## src/core/bnfh_regs.svh

```systemverilog
// constants for the banked nor flash host port controller
// assumes a single 10 MHz system clock; included by the package and the controller
`ifndef BNFH_REGS_SVH
`define BNFH_REGS_SVH

// =========================================================
// widths
`define BNFH_ADDR_W            24
`define BNFH_DATA_W            16
`define BNFH_CNT_W             12

// =========================================================
// clock and pin timing, in ns
`define BNFH_CLK_NS            100
`define BNFH_RD_ACCESS_NS      70
`define BNFH_WE_LOW_MIN_NS     45
`define BNFH_RESET_LOW_MIN_NS  500
`define BNFH_RESET_TO_SEL_NS   50
`define BNFH_READY_TO_SEL_NS   200

// =========================================================
// data field positions
`define BNFH_CMD_LSB           0
`define BNFH_CMD_MSB           7
`define BNFH_UPPER_LSB         8
`define BNFH_UPPER_MSB         15

`endif

```

## src/core/bnfh_pkg.sv

```systemverilog
// types for the banked nor flash host port controller
// assumes bnfh_regs.svh is on the include path
`include "bnfh_regs.svh"

package bnfh_pkg;

   // =========================================================
   // controller states
   typedef enum logic [3:0] {
      ST_RST_LOW  = 4'h0,
      ST_RST_REC  = 4'h1,
      ST_WAIT_RDY = 4'h2,
      ST_RDY_REC  = 4'h3,
      ST_IDLE     = 4'h4,
      ST_RD       = 4'h5,
      ST_WR_SETUP = 4'h6,
      ST_WR_PULSE = 4'h7,
      ST_WR_HOLD  = 4'h8
   } bnfh_state_e;

   // =========================================================
   // controller state
   typedef struct packed {
      bnfh_state_e                st;
      logic [`BNFH_CNT_W-1:0]     cnt;
      logic                       ce_n;
      logic                       oe_n;
      logic                       we_n;
      logic                       rst_n;
      logic                       wp_n;
      logic [`BNFH_ADDR_W-1:0]    addr;
      logic [`BNFH_DATA_W-1:0]    dq;
      logic                       dq_oe;
      logic [`BNFH_DATA_W-1:0]    rdata;
      logic                       ack;
      logic                       ready;
      logic                       stat;
   } bnfh_host_s;

   // =========================================================
   // synchroniser state
   typedef struct packed {
      logic s1;
      logic s2;
      logic s3;
      logic q;
   } bnfh_sync_s;

endpackage

```

## src/core/bnfh_host.sv

```systemverilog
// host controller driving a banked asynchronous nor flash through its pins
// assumes a 10 MHz clock, a pulled-up shared busy line and a user request port
//
// Behaviour
// device powers up in array read mode
// array has 8 parameter, 126 main blocks
// banks 32, 96, 96, 32 Mb in order
// reads allowed in other banks while busy
// buffered program takes up to 32 words
// enhanced buffered program takes 256 words
// extra 256-word block via entry command
// user lock of extra block is permanent
// protect pin low guards four outer blocks
// protect pin high restores previous protection
// high voltage on protect pin speeds programming
// chip select high means standby, outputs float; the flash model drives the inverted last read word instead
// output enable times reads, write strobe writes
// host drives exact command addresses on writes
// upper data byte unused on commands, status
// reset low long enough, then wait recovery
// busy pulled low during program or erase
// no cycle before busy line released
// busy output is open drain, shared
// suspended operations allow reads elsewhere
// fresh device reads all ones
// page reads use eight-word page buffer
// read: oe low, write: we low
// only one bank programs or erases
`timescale 1ns/1ps
`include "bnfh_regs.svh"

module bnfh_host (
   input  wire logic                     clk_i,
   input  wire logic                     rst_n_i,
   input  wire logic                     req_i,
   input  wire logic                     req_we_i,
   input  wire logic                     req_status_i,
   input  wire logic [`BNFH_ADDR_W-1:0]  req_addr_i,
   input  wire logic [`BNFH_DATA_W-1:0]  req_wdata_i,
   input  wire logic                     hw_reset_i,
   input  wire logic                     wp_release_i,
   output logic                          ack_o,
   output logic [`BNFH_DATA_W-1:0]       rdata_o,
   output logic                          ready_o,
   output logic                          flash_busy_o,
   output logic                          flash_ce_n_o,
   output logic                          flash_oe_n_o,
   output logic                          flash_we_n_o,
   output logic                          flash_rst_n_o,
   output logic                          flash_wp_n_o,
   output logic [`BNFH_ADDR_W-1:0]       flash_addr_o,
   output logic [`BNFH_DATA_W-1:0]       flash_dq_o,
   output logic                          flash_dq_oe_o,
   input  wire logic [`BNFH_DATA_W-1:0]  flash_dq_i,
   input  wire logic                     op_in_progress_n_i
);

   // =========================================================
   // cycle counts
   function automatic logic [`BNFH_CNT_W-1:0] cyc(input int ns);
      int c;
      c = (ns + `BNFH_CLK_NS - 1) / `BNFH_CLK_NS;
      if (c < 1) begin
         c = 1;
      end
      cyc = c[`BNFH_CNT_W-1:0];
   endfunction

   localparam logic [`BNFH_CNT_W-1:0] RD_CYC  = cyc(`BNFH_RD_ACCESS_NS);
   localparam logic [`BNFH_CNT_W-1:0] WE_CYC  = cyc(`BNFH_WE_LOW_MIN_NS);
   localparam logic [`BNFH_CNT_W-1:0] RST_CYC = cyc(`BNFH_RESET_LOW_MIN_NS);
   localparam logic [`BNFH_CNT_W-1:0] PHE_CYC = cyc(`BNFH_RESET_TO_SEL_NS);
   localparam logic [`BNFH_CNT_W-1:0] RHE_CYC = cyc(`BNFH_READY_TO_SEL_NS);
   localparam logic [`BNFH_CNT_W-1:0] ONE     = {{(`BNFH_CNT_W-1){1'b0}}, 1'b1};
   // recovery lasts at least as long as the busy synchroniser, so a stale idle level is never trusted
   localparam logic [`BNFH_CNT_W-1:0] SYNC_CYC = cyc(4 * `BNFH_CLK_NS);
   localparam logic [`BNFH_CNT_W-1:0] REC_CYC  = (PHE_CYC > SYNC_CYC) ? PHE_CYC : SYNC_CYC;

   // =========================================================
   // reset release
   logic [1:0] rst_ff_r;
   logic       rst_n;

   always_ff @(posedge clk_i or negedge rst_n_i) begin
      if (!rst_n_i) begin
         rst_ff_r <= 2'h0;
      end else begin
         rst_ff_r <= {rst_ff_r[0], 1'b1};
      end
   end

   assign rst_n = rst_ff_r[1];

   // =========================================================
   // busy line input, inverted ahead of the synchroniser so its flop drives the output
   logic busy_sync;
   logic busy_raw;

   assign busy_raw = ~op_in_progress_n_i;

   bnfh_sync #(
      .RESET_VAL (1'b1)
   ) u_busy_sync (
      .clk_i   (clk_i),
      .rst_n_i (rst_n),
      .d_i     (busy_raw),
      .q_o     (busy_sync)
   );

   // =========================================================
   // sequencer
   bnfh_pkg::bnfh_host_s q_r;
   bnfh_pkg::bnfh_host_s q_nxt;

   always_comb begin
      q_nxt      = q_r;
      q_nxt.ack  = 1'b0;
      q_nxt.wp_n = wp_release_i;
      unique case (q_r.st)
         bnfh_pkg::ST_RST_LOW: begin
            if (q_r.cnt == ONE) begin
               q_nxt.rst_n = 1'b1;
               q_nxt.cnt   = REC_CYC;
               q_nxt.st    = bnfh_pkg::ST_RST_REC;
            end else begin
               q_nxt.cnt = q_r.cnt - ONE;
            end
         end
         bnfh_pkg::ST_RST_REC: begin
            if (q_r.cnt == ONE) begin
               q_nxt.st = bnfh_pkg::ST_WAIT_RDY;
            end else begin
               q_nxt.cnt = q_r.cnt - ONE;
            end
         end
         bnfh_pkg::ST_WAIT_RDY: begin
            if (!busy_sync) begin
               q_nxt.cnt = RHE_CYC;
               q_nxt.st  = bnfh_pkg::ST_RDY_REC;
            end
         end
         bnfh_pkg::ST_RDY_REC: begin
            if (busy_sync) begin
               q_nxt.st = bnfh_pkg::ST_WAIT_RDY;
            end else if (q_r.cnt == ONE) begin
               q_nxt.ready = 1'b1;
               q_nxt.st    = bnfh_pkg::ST_IDLE;
            end else begin
               q_nxt.cnt = q_r.cnt - ONE;
            end
         end
         bnfh_pkg::ST_IDLE: begin
            if (hw_reset_i) begin
               q_nxt.ready = 1'b0;
               q_nxt.rst_n = 1'b0;
               q_nxt.cnt   = RST_CYC;
               q_nxt.st    = bnfh_pkg::ST_RST_LOW;
            end else if (req_i) begin
               q_nxt.ready = 1'b0;
               q_nxt.ce_n  = 1'b0;
               q_nxt.addr  = req_addr_i;
               q_nxt.stat  = req_status_i;
               if (req_we_i) begin
                  q_nxt.dq    = '0;
                  q_nxt.dq[`BNFH_CMD_MSB:`BNFH_CMD_LSB] =
                     req_wdata_i[`BNFH_CMD_MSB:`BNFH_CMD_LSB];
                  q_nxt.dq_oe = 1'b1;
                  q_nxt.st    = bnfh_pkg::ST_WR_SETUP;
               end else begin
                  q_nxt.oe_n = 1'b0;
                  q_nxt.cnt  = RD_CYC;
                  q_nxt.st   = bnfh_pkg::ST_RD;
               end
            end
         end
         bnfh_pkg::ST_RD: begin
            if (q_r.cnt == ONE) begin
               q_nxt.rdata = flash_dq_i;
               if (q_r.stat) begin
                  q_nxt.rdata[`BNFH_UPPER_MSB:`BNFH_UPPER_LSB] = '0;
               end
               q_nxt.ce_n  = 1'b1;
               q_nxt.oe_n  = 1'b1;
               q_nxt.ack   = 1'b1;
               q_nxt.ready = 1'b1;
               q_nxt.st    = bnfh_pkg::ST_IDLE;
            end else begin
               q_nxt.cnt = q_r.cnt - ONE;
            end
         end
         bnfh_pkg::ST_WR_SETUP: begin
            q_nxt.we_n = 1'b0;
            q_nxt.cnt  = WE_CYC;
            q_nxt.st   = bnfh_pkg::ST_WR_PULSE;
         end
         bnfh_pkg::ST_WR_PULSE: begin
            if (q_r.cnt == ONE) begin
               q_nxt.we_n = 1'b1;
               q_nxt.st   = bnfh_pkg::ST_WR_HOLD;
            end else begin
               q_nxt.cnt = q_r.cnt - ONE;
            end
         end
         bnfh_pkg::ST_WR_HOLD: begin
            q_nxt.ce_n  = 1'b1;
            q_nxt.dq_oe = 1'b0;
            q_nxt.ack   = 1'b1;
            q_nxt.ready = 1'b1;
            q_nxt.st    = bnfh_pkg::ST_IDLE;
         end
         default: begin
            q_nxt.st = bnfh_pkg::ST_IDLE;
         end
      endcase
   end

   always_ff @(posedge clk_i or negedge rst_n) begin
      if (!rst_n) begin
         q_r       <= '0;
         q_r.st    <= bnfh_pkg::ST_RST_LOW;
         q_r.cnt   <= RST_CYC;
         q_r.ce_n  <= 1'b1;
         q_r.oe_n  <= 1'b1;
         q_r.we_n  <= 1'b1;
      end else begin
         q_r <= q_nxt;
      end
   end

   // =========================================================
   // outputs
   assign ack_o         = q_r.ack;
   assign rdata_o       = q_r.rdata;
   assign ready_o       = q_r.ready;
   assign flash_busy_o  = busy_sync;
   assign flash_ce_n_o  = q_r.ce_n;
   assign flash_oe_n_o  = q_r.oe_n;
   assign flash_we_n_o  = q_r.we_n;
   assign flash_rst_n_o = q_r.rst_n;
   assign flash_wp_n_o  = q_r.wp_n;
   assign flash_addr_o  = q_r.addr;
   assign flash_dq_o    = q_r.dq;
   assign flash_dq_oe_o = q_r.dq_oe;
endmodule

```

## src/core/bnfh_sync.sv

```systemverilog
// three-stage input synchroniser with agreement filter
// assumes an asynchronous input and an already synchronised active-low reset
`timescale 1ns/1ps

module bnfh_sync #(
   parameter logic RESET_VAL = 1'b0
) (
   input  wire logic clk_i,
   input  wire logic rst_n_i,
   input  wire logic d_i,
   output logic      q_o
);

   // =========================================================
   // state
   bnfh_pkg::bnfh_sync_s r_r;
   bnfh_pkg::bnfh_sync_s r_nxt;

   always_comb begin
      r_nxt    = r_r;
      r_nxt.s1 = d_i;
      r_nxt.s2 = r_r.s1;
      r_nxt.s3 = r_r.s2;
      if (r_r.s2 == r_r.s3) begin
         r_nxt.q = r_r.s3;
      end
   end

   always_ff @(posedge clk_i or negedge rst_n_i) begin
      if (!rst_n_i) begin
         r_r <= {RESET_VAL, RESET_VAL, RESET_VAL, RESET_VAL};
      end else begin
         r_r <= r_nxt;
      end
   end

   assign q_o = r_r.q;

endmodule

```

## config.mk

```make
export PLATFORM = sky130hd
export DESIGN_NAME = bnfh_host
export DESIGN_NICKNAME = d
export VERILOG_FILES = /design/src/core/bnfh_pkg.sv /design/src/core/bnfh_host.sv /design/src/core/bnfh_sync.sv
export VERILOG_INCLUDE_DIRS = /design/src /design/src/core
export SDC_FILE = /design/constraint.sdc
export NUM_CORES = 1
export LEC_CHECK = 0
export ABC_AREA = 1
export BUFFER_PORTS_ARGS = -buffer_cell sky130_fd_sc_hd__buf_2
export CELL_PAD_IN_SITES_DETAIL_PLACEMENT = 1
export CELL_PAD_IN_SITES_GLOBAL_PLACEMENT = 1
export CORE_MARGIN = 5
export CORE_UTILIZATION = 37
export DETAILED_ROUTE_END_ITERATION = 12
export GPL_ROUTABILITY_DRIVEN = 0
export HOLD_SLACK_MARGIN = 0.05
export PLACE_DENSITY_LB_ADDON = 0.1
export RECOVER_POWER = 100
export SYNTH_ARGS = -nofsm -noshare
export SYNTH_HDL_FRONTEND = slang
export SYNTH_HIERARCHICAL = 1
export SYNTH_SLANG_ARGS = --single-unit
```

## constraint.sdc

```tcl
create_clock -name clk_i -period 2.6 [get_ports clk_i]
set_input_delay 0 -clock clk_i [delete_from_list [all_inputs] [get_ports clk_i]]
set_output_delay 0 -clock clk_i [all_outputs]
set_load 0.1 [all_outputs]
```

Word level (Yosys, flattened, before mapping)

Cells that the tools add are included.

Output and inout bits: 65
Register bits: 79
Input bits: 64
Logic and storage cells: 101

Reductions and logical operators: 20
Equal/unequal tests: 24
Mux-type cells: 35
Bitwise logic cells: 2
Add/sub/neg operators: 1

Operator list:

| operator                                                               | count |
|---|---|
| 12-bit one-hot mux with 6 select lines                                 | 1 |
| 12-bit two-way mux                                                     | 4 |
| 16-bit two-way mux                                                     | 2 |
| 4-bit one-hot mux with 8 select lines                                  | 1 |
| 2-bit != test, second input constant                                   | 12 |
| 4-bit two-way mux                                                      | 5 |
| 5-bit AND reduction                                                    | 4 |
| 18-bit two-way mux                                                     | 1 |
| 4-bit by 3-bit equality test with 1-bit output, second input constant  | 4 |
| 12-bit by 1-bit equality test with 1-bit output, second input constant | 1 |
| 4-bit AND reduction                                                    | 3 |
| 12-bit by 1-bit subtractor with 12-bit output, second input constant   | 1 |
| 2-bit two-way mux                                                      | 5 |
| 1-bit one-hot mux with 2 select lines                                  | 5 |
| 4-bit by 2-bit equality test with 1-bit output, second input constant  | 2 |
| 1-bit two-way mux                                                      | 8 |
| 8-bit two-way mux                                                      | 1 |
| 2-bit nonzero test                                                     | 4 |
| 3-bit != test, second input constant                                   | 2 |
| 3-bit AND reduction                                                    | 2 |
| 6-bit nonzero test                                                     | 1 |
| 4-bit by 1-bit equality test with 1-bit output, second input constant  | 1 |
| 4-bit equality test, second input constant                             | 1 |
| 4-bit logical NOT                                                      | 1 |
| other kinds (8)                                                        | 10 |

Logic depth before layout (Yosys ltp)

Depth after elaboration: 4
Mapped depth: 10
Mapped depth without buffers: 10

Modules after synthesis

Netlist, hierarchy kept.

By module, submodules not included:

| module    | area an instance (um^2) | seq. area each (um^2) | cells an instance | instances |
|---|---|---|---|---|
| bnfh_host | 4,110.2                 | 1,883.1               | 509               | 1 |
| bnfh_sync | 121.4                   | 105.1                 | 8                 | 1 |

Least setup slack after synthesis

No wires, ideal clock.

Path kind: register to register
Start point: register u_busy_sync.r_r, in the netlist u_busy_sync/q_o
End point: register q_r[66] (netlist bit)
Buffers on the path: 1
Period minus slack after synthesis: 1,763 ps
Setup time: 119 ps
Setup slack: 837 ps
Required time: 2,481 ps
Stages on the path, launching flop included: 9
Arrival time: 1,644 ps
Cells stage by stage: dfstp_2 nand4_1 nand2_1 nor2_2 nand2_4 clkinv_4 buf_8 o21ai_2 nand2_2

Word-level cells in the longest chain between the ends: 2
Elaborated cells on any way between the ends: 3
Classes of those cells: eq/ne (2); reduce/logical (1)

RTL lines:

| item                            | RTL line         | text |
|---|---|---|
| start, declared                 | bnfh_sync.sv:16  | `bnfh_pkg::bnfh_sync_s r_r;` |
| start signal, assigned          | bnfh_sync.sv:31  | `r_r <= {RESET_VAL, RESET_VAL, RESET_VAL, RESET_VAL};` |
| start signal, assigned          | bnfh_sync.sv:33  | `r_r <= r_nxt;` |
| 2-bit != test (no line)         | --               |  |
| 5-bit AND reduction (no line) * | --               |  |
| end signal, assigned            | bnfh_host.sv:226 | `q_r <= q_nxt;` |
| end, declared                   | bnfh_host.sv:112 | `bnfh_pkg::bnfh_host_s q_r;` |

Every way passes the cells marked *; elsewhere a longest branch is shown, timed or not.
A chain may end at the register's enable or synchronous reset.

Worst setup path in the final report

Start point: register q_r[77] (netlist bit)
End point: register q_r, in the netlist flash_dq_o[0]

Word-level cells in the longest chain between the ends: 2

RTL lines:

| item                                           | RTL line         | text |
|---|---|---|
| 4-bit by 3-bit equality test with 1-bit output | bnfh_host.sv:119 | `unique case (q_r.st)` |
| 4-bit AND reduction (no line)                  | --               |  |

Every way passes these cells.

==> impl_metrics.prom <==
# TYPE chip_impl_metric gauge
chip_impl_metric{name="stdcell_area",unit="mm^2"} 0.00532
chip_impl_metric{name="yosys_register_bits",unit=""} 79
chip_impl_info{name="hp-class",value="input port to flop"} 1
chip_impl_metric{name="die_outline_area",unit="mm^2"} 0.0137
chip_impl_metric{name="number_of_global_route_vias_before_repair",unit=""} 4025
chip_impl_metric{name="finalNonFillerCells",unit=""} 793
chip_impl_metric{name="grt_max_degree",unit=""} 31
chip_impl_metric{name="post_drt_wl_per_cell",unit="um"} 15.8
chip_impl_metric{name="power.density",unit="mW/mm^2"} 574
chip_impl_info{name="r2r_end",value="flash_dq_o[0]"} 1
chip_impl_metric{name="synth-edff-count",unit=""} 0
chip_impl_metric{name="antennaDiodeCount",unit=""} 0
chip_impl_metric{name="numPlacedInstances",unit=""} 716
chip_impl_metric{name="floorplan.die.height",unit="um"} 117
chip_impl_metric{name="cp.required",unit="ns"} 2.88
chip_impl_metric{name="worst_slew_margin_rel",unit="%"} 17.1
chip_impl_metric{name="ys_seq_area_share",unit="%"} 47.0
chip_impl_info{name="cts_root_buf",value="clkbuf_16"} 1
chip_impl_metric{name="cts_num_sinks",unit=""} 79
chip_impl_metric{name="place_hpwl",unit="mm"} 8.32
chip_impl_metric{name="1st_iter_drt_viols",unit=""} 195
chip_impl_metric{name="maxSlewViolCount",unit=""} 0
chip_impl_metric{name="placed_area",unit="mm^2"} 0.00452
chip_impl_metric{name="layout_worst_path_cycle_share",unit="%"} 90.1
chip_impl_metric{name="floorplan.initialDensity",unit="%"} 37.4
chip_impl_metric{name="ys.warnings.count",unit=""} 6
chip_impl_metric{name="report.final.setup_viol",unit=""} 0
chip_impl_metric{name="skew",unit="ns"} 0.00809
chip_impl_info{name="timing.critical_path.slowest_stage_cell",value="dlygate4sd3_1"} 1
chip_impl_metric{name="final_nets",unit=""} 711
chip_impl_metric{name="synth_top_area_share",unit="%"} 41.4
chip_impl_metric{name="route.detailed.vias_per_inst",unit=""} 4.74
chip_impl_metric{name="area_used_by_multi_input_combinational_logic",unit="mm^2"} 0.00158
chip_impl_metric{name="cts_repair_resize_count",unit=""} 0
chip_impl_metric{name="fillCellCount",unit=""} 1413
chip_impl_info{name="yosysTopAreaCell",value="dfrtp_1"} 1
chip_impl_metric{name="preCtsSetupSlack",unit="ns"} 0.595
chip_impl_info{name="cts_tree",value="done"} 1
chip_impl_metric{name="wire_length_of_the_first_global_routing_pass",unit="mm"} 20.1
chip_impl_info{name="timing.hold.worst.start",value="hw_reset_i"} 1
chip_impl_info{name="path_class",value="flop to flop"} 1
chip_impl_metric{name="setup-tns-final",unit="ns"} 0
chip_impl_info{name="crit_start",value="q_r[77]"} 1
chip_impl_metric{name="top_level_ports",unit=""} 129
chip_impl_info{name="worst_hold_path.endpoint",value="flash_rst_n_o"} 1
chip_impl_metric{name="fmax",unit="MHz"} 427
chip_impl_metric{name="drive_gt1_share",unit="%"} 15.4
chip_impl_metric{name="timing.hold.ws",unit="ns"} 0.107
chip_impl_info{name="yosys.cell_count.top_type",value="nand2_1"} 1
chip_impl_metric{name="totalPowerFinal",unit="mW"} 3.05
chip_impl_metric{name="postSynthAreaPerCell",unit="um^2"} 8.18
chip_impl_metric{name="std_cell_rows",unit=""} 39
chip_impl_metric{name="clock_insertion_delay_worst_skew",unit="ns"} 0.35
chip_impl_metric{name="vdd_ir_drop_max",unit="V"} 0.000337
chip_impl_metric{name="number_of_nets_still_failing_antenna_checks_after_routing",unit=""} 0
chip_impl_metric{name="cp_num_buf_inv",unit=""} 2
chip_impl_metric{name="final_hold_viol_count",unit=""} 0
chip_impl_metric{name="cts_buffers",unit=""} 9
chip_impl_metric{name="synth-async-reset-ratio",unit="%"} 100
chip_impl_metric{name="rr_worst_depth",unit=""} 8
chip_impl_info{name="timing.rr.start",value="q_r[77]"} 1
chip_impl_metric{name="post_synth_num_cell_types",unit=""} 34
chip_impl_metric{name="antenna_found_initial",unit=""} 0
chip_impl_info{name="rsz_0062_raised_after_global_routing",value="no"} 1
chip_impl_metric{name="dr_total_vias",unit=""} 3760
chip_impl_metric{name="drcViolationCount",unit=""} 0
chip_impl_info{name="netlist_top_cells_count",value="nand2_1 (180), dfrtp_1 (70), buf_4 (59), nor2_1 (38), nand3_1 (37)"} 1
chip_impl_metric{name="die-width",unit="um"} 117
chip_impl_metric{name="worst_path_largest_cell_delay",unit="ns"} 0.61
chip_impl_metric{name="core_region_area",unit="mm^2"} 0.0113
chip_impl_metric{name="worst_slack",unit="ns"} 0.258
chip_impl_metric{name="data_arrival_time_at_the_worst_slack_endpoint",unit="ns"} 2.62
chip_impl_info{name="path_cells",value="nor2_2 -> nand2_1 -> nor2_2 -> inv_2 -> nor2_8 -> nand3_1 -> dlygate4sd3_1 -> nand2_1"} 1
chip_impl_info{name="cp-start-kind",value="flop"} 1
chip_impl_metric{name="route.final.wire_length",unit="mm"} 12.5
chip_impl_metric{name="overflow",unit=""} 0
chip_impl_metric{name="postLayoutCoreUtil",unit="%"} 47.0
chip_impl_metric{name="worst_hold_path.num_cells",unit=""} 4
chip_impl_info{name="ys_dominant_reg_cell",value="dfrtp_1"} 1
chip_impl_info{name="path_delay_family",value="simple AND/OR/NAND/NOR gates"} 1
chip_impl_metric{name="placement.io_buffers",unit=""} 112
chip_impl_metric{name="syn_inst_count",unit=""} 517
chip_impl_info{name="run_status",value="completed"} 1
chip_impl_info{name="yosys-top-cells-area",value="dfrtp_1 (41%), nand2_1 (16%), buf_4 (10%)"} 1
chip_impl_metric{name="ff2ff_setup_slack",unit="ns"} 0.26
chip_impl_metric{name="sequential_cell_area",unit="mm^2"} 0.00199
chip_impl_metric{name="max_cap_viol_count",unit=""} 0
chip_impl_metric{name="cts.path.max_buffers",unit=""} 2
chip_impl_metric{name="drtPass1Iterations",unit=""} 4
chip_impl_metric{name="critPathMaxFanout",unit=""} 16
chip_impl_info{name="worstSetupEndpointType",value="flop"} 1
chip_impl_metric{name="clkTransAtPathRegs",unit="ns"} 0.07
chip_impl_metric{name="synthToLayoutAreaGrowth",unit="%"} 25.6
chip_impl_metric{name="cellLeakagePower",unit="nW"} 2.70
chip_impl_metric{name="syn_area",unit="mm^2"} 0.00423
chip_impl_metric{name="slew_at_the_pin_closest_to_its_max_slew_limit",unit="ns"} 1.24
chip_impl_metric{name="track_usage",unit="%"} 19.1
chip_impl_metric{name="period_needed",unit="ns"} 2.34
chip_impl_metric{name="cts-htree-levels",unit=""} 3
[worst register-to-register path, delay by kind of cell, from the launching register on]
kind,cells,cell delay [ns]
simple gates,6,1.09
buf+inv,2,0.70
flops,1,0.49
[cells by family after synthesis]
| family | synth area share (%) |
|---|---|
| XOR/XNOR | 1.03 |
| multiplexers | 2.48 |
| buffers and inverters | 15.6 |
| other | 0.177 |
| flip-flops | 47.0 |
| AND/OR/NAND/NOR | 28.8 |
| adder cells (fa/ha/maj) | 0.591 |
| AO/OA/AOI/OAI | 4.41 |
[what timing repair did]
action                    CTS  global route
hold buffers               61             0
hold endpoints to repair   53             0
setup buffers               0             0
[power breakdown]
part	leakage [nW]	internal (mW)	switching, mW
Combinational	1.58	0.105	0.331
Clock	0.152	0.795	0.529
Sequential	0.967	1.26	0.0282
[how the worst max path moves through the flow]
stage | endpoint | slack (ns) | cells past startpoint
6_report | flash_dq_o[0] | 0.26 | 8
5_1_grt | flash_dq_o[0] | 0.09 | 8
4_1_cts | flash_dq_o[3] | 0.39 | 8
3_5_place_dp | rdata_o[1] | 0.59 | 5
3_3_place_gp | rdata_o[5] | 0.63 | 5
2_1_floorplan | ack_o | 0.25 | 0
[placed cells by master (no fill, tap or decap), types with 3 or more instances in the layout]
cell / count
dfrtp_1: 70
mux2_1: 5
a21oi_1: 5
mux2_2: 3
o21ai_0: 23
nand3_1: 38
conb_1: 9
nand4_1: 10
clkbuf_16: 9
clkbuf_1: 58
xor2_1: 5
dlygate4sd3_1: 61
nor3_1: 3
nand2_1: 181
nor2_1: 38
buf_2: 55
nor2_2: 5
clkbuf_2: 3
inv_1: 34
dfstp_2: 7
[layer usage]
| metal | track usage, % | wire length [um] | vias to the layer above |
|---|---|---|---|
| met5 | 0 | 0 | - |
| met3 | 3.75 | 755 | 20 |
| met1 | 23.2 | 5350 | 1834 |
| met4 | 7.11 | 240 | 0 |
| li1 | - | - | 1820 |
| met2 | 33.5 | 6190 | 86 |
[flip-flops by register name (all words and copies together), names as in the netlist]
signal	count
flash_we_n_o	1
flash_oe_n_o	1
u_busy_sync/r_r	1
u_busy_sync/q_o	1
flash_addr_o	24
flash_wp_n_o	1
flash_ce_n_o	1
u_busy_sync/r_nxt	2
flash_dq_o	8
rdata_o	16
rst_ff_r	2
flash_dq_oe_o	1
ready_o	1
q_r	17
flash_rst_n_o	1
ack_o	1
[cell type report]
cell class | count | share of cell area (%)
Clock buffer | 11 | 4.75
Inverter | 37 | 2.61
Multi-Input combinational cell | 340 | 29.6
Tap cell | 143 | 3.37
Timing Repair Buffer | 178 | 21.2
Clock inverter | 5 | 1.06
Sequential cell | 79 | 37.4
Power figures use the tool's default switching activity.
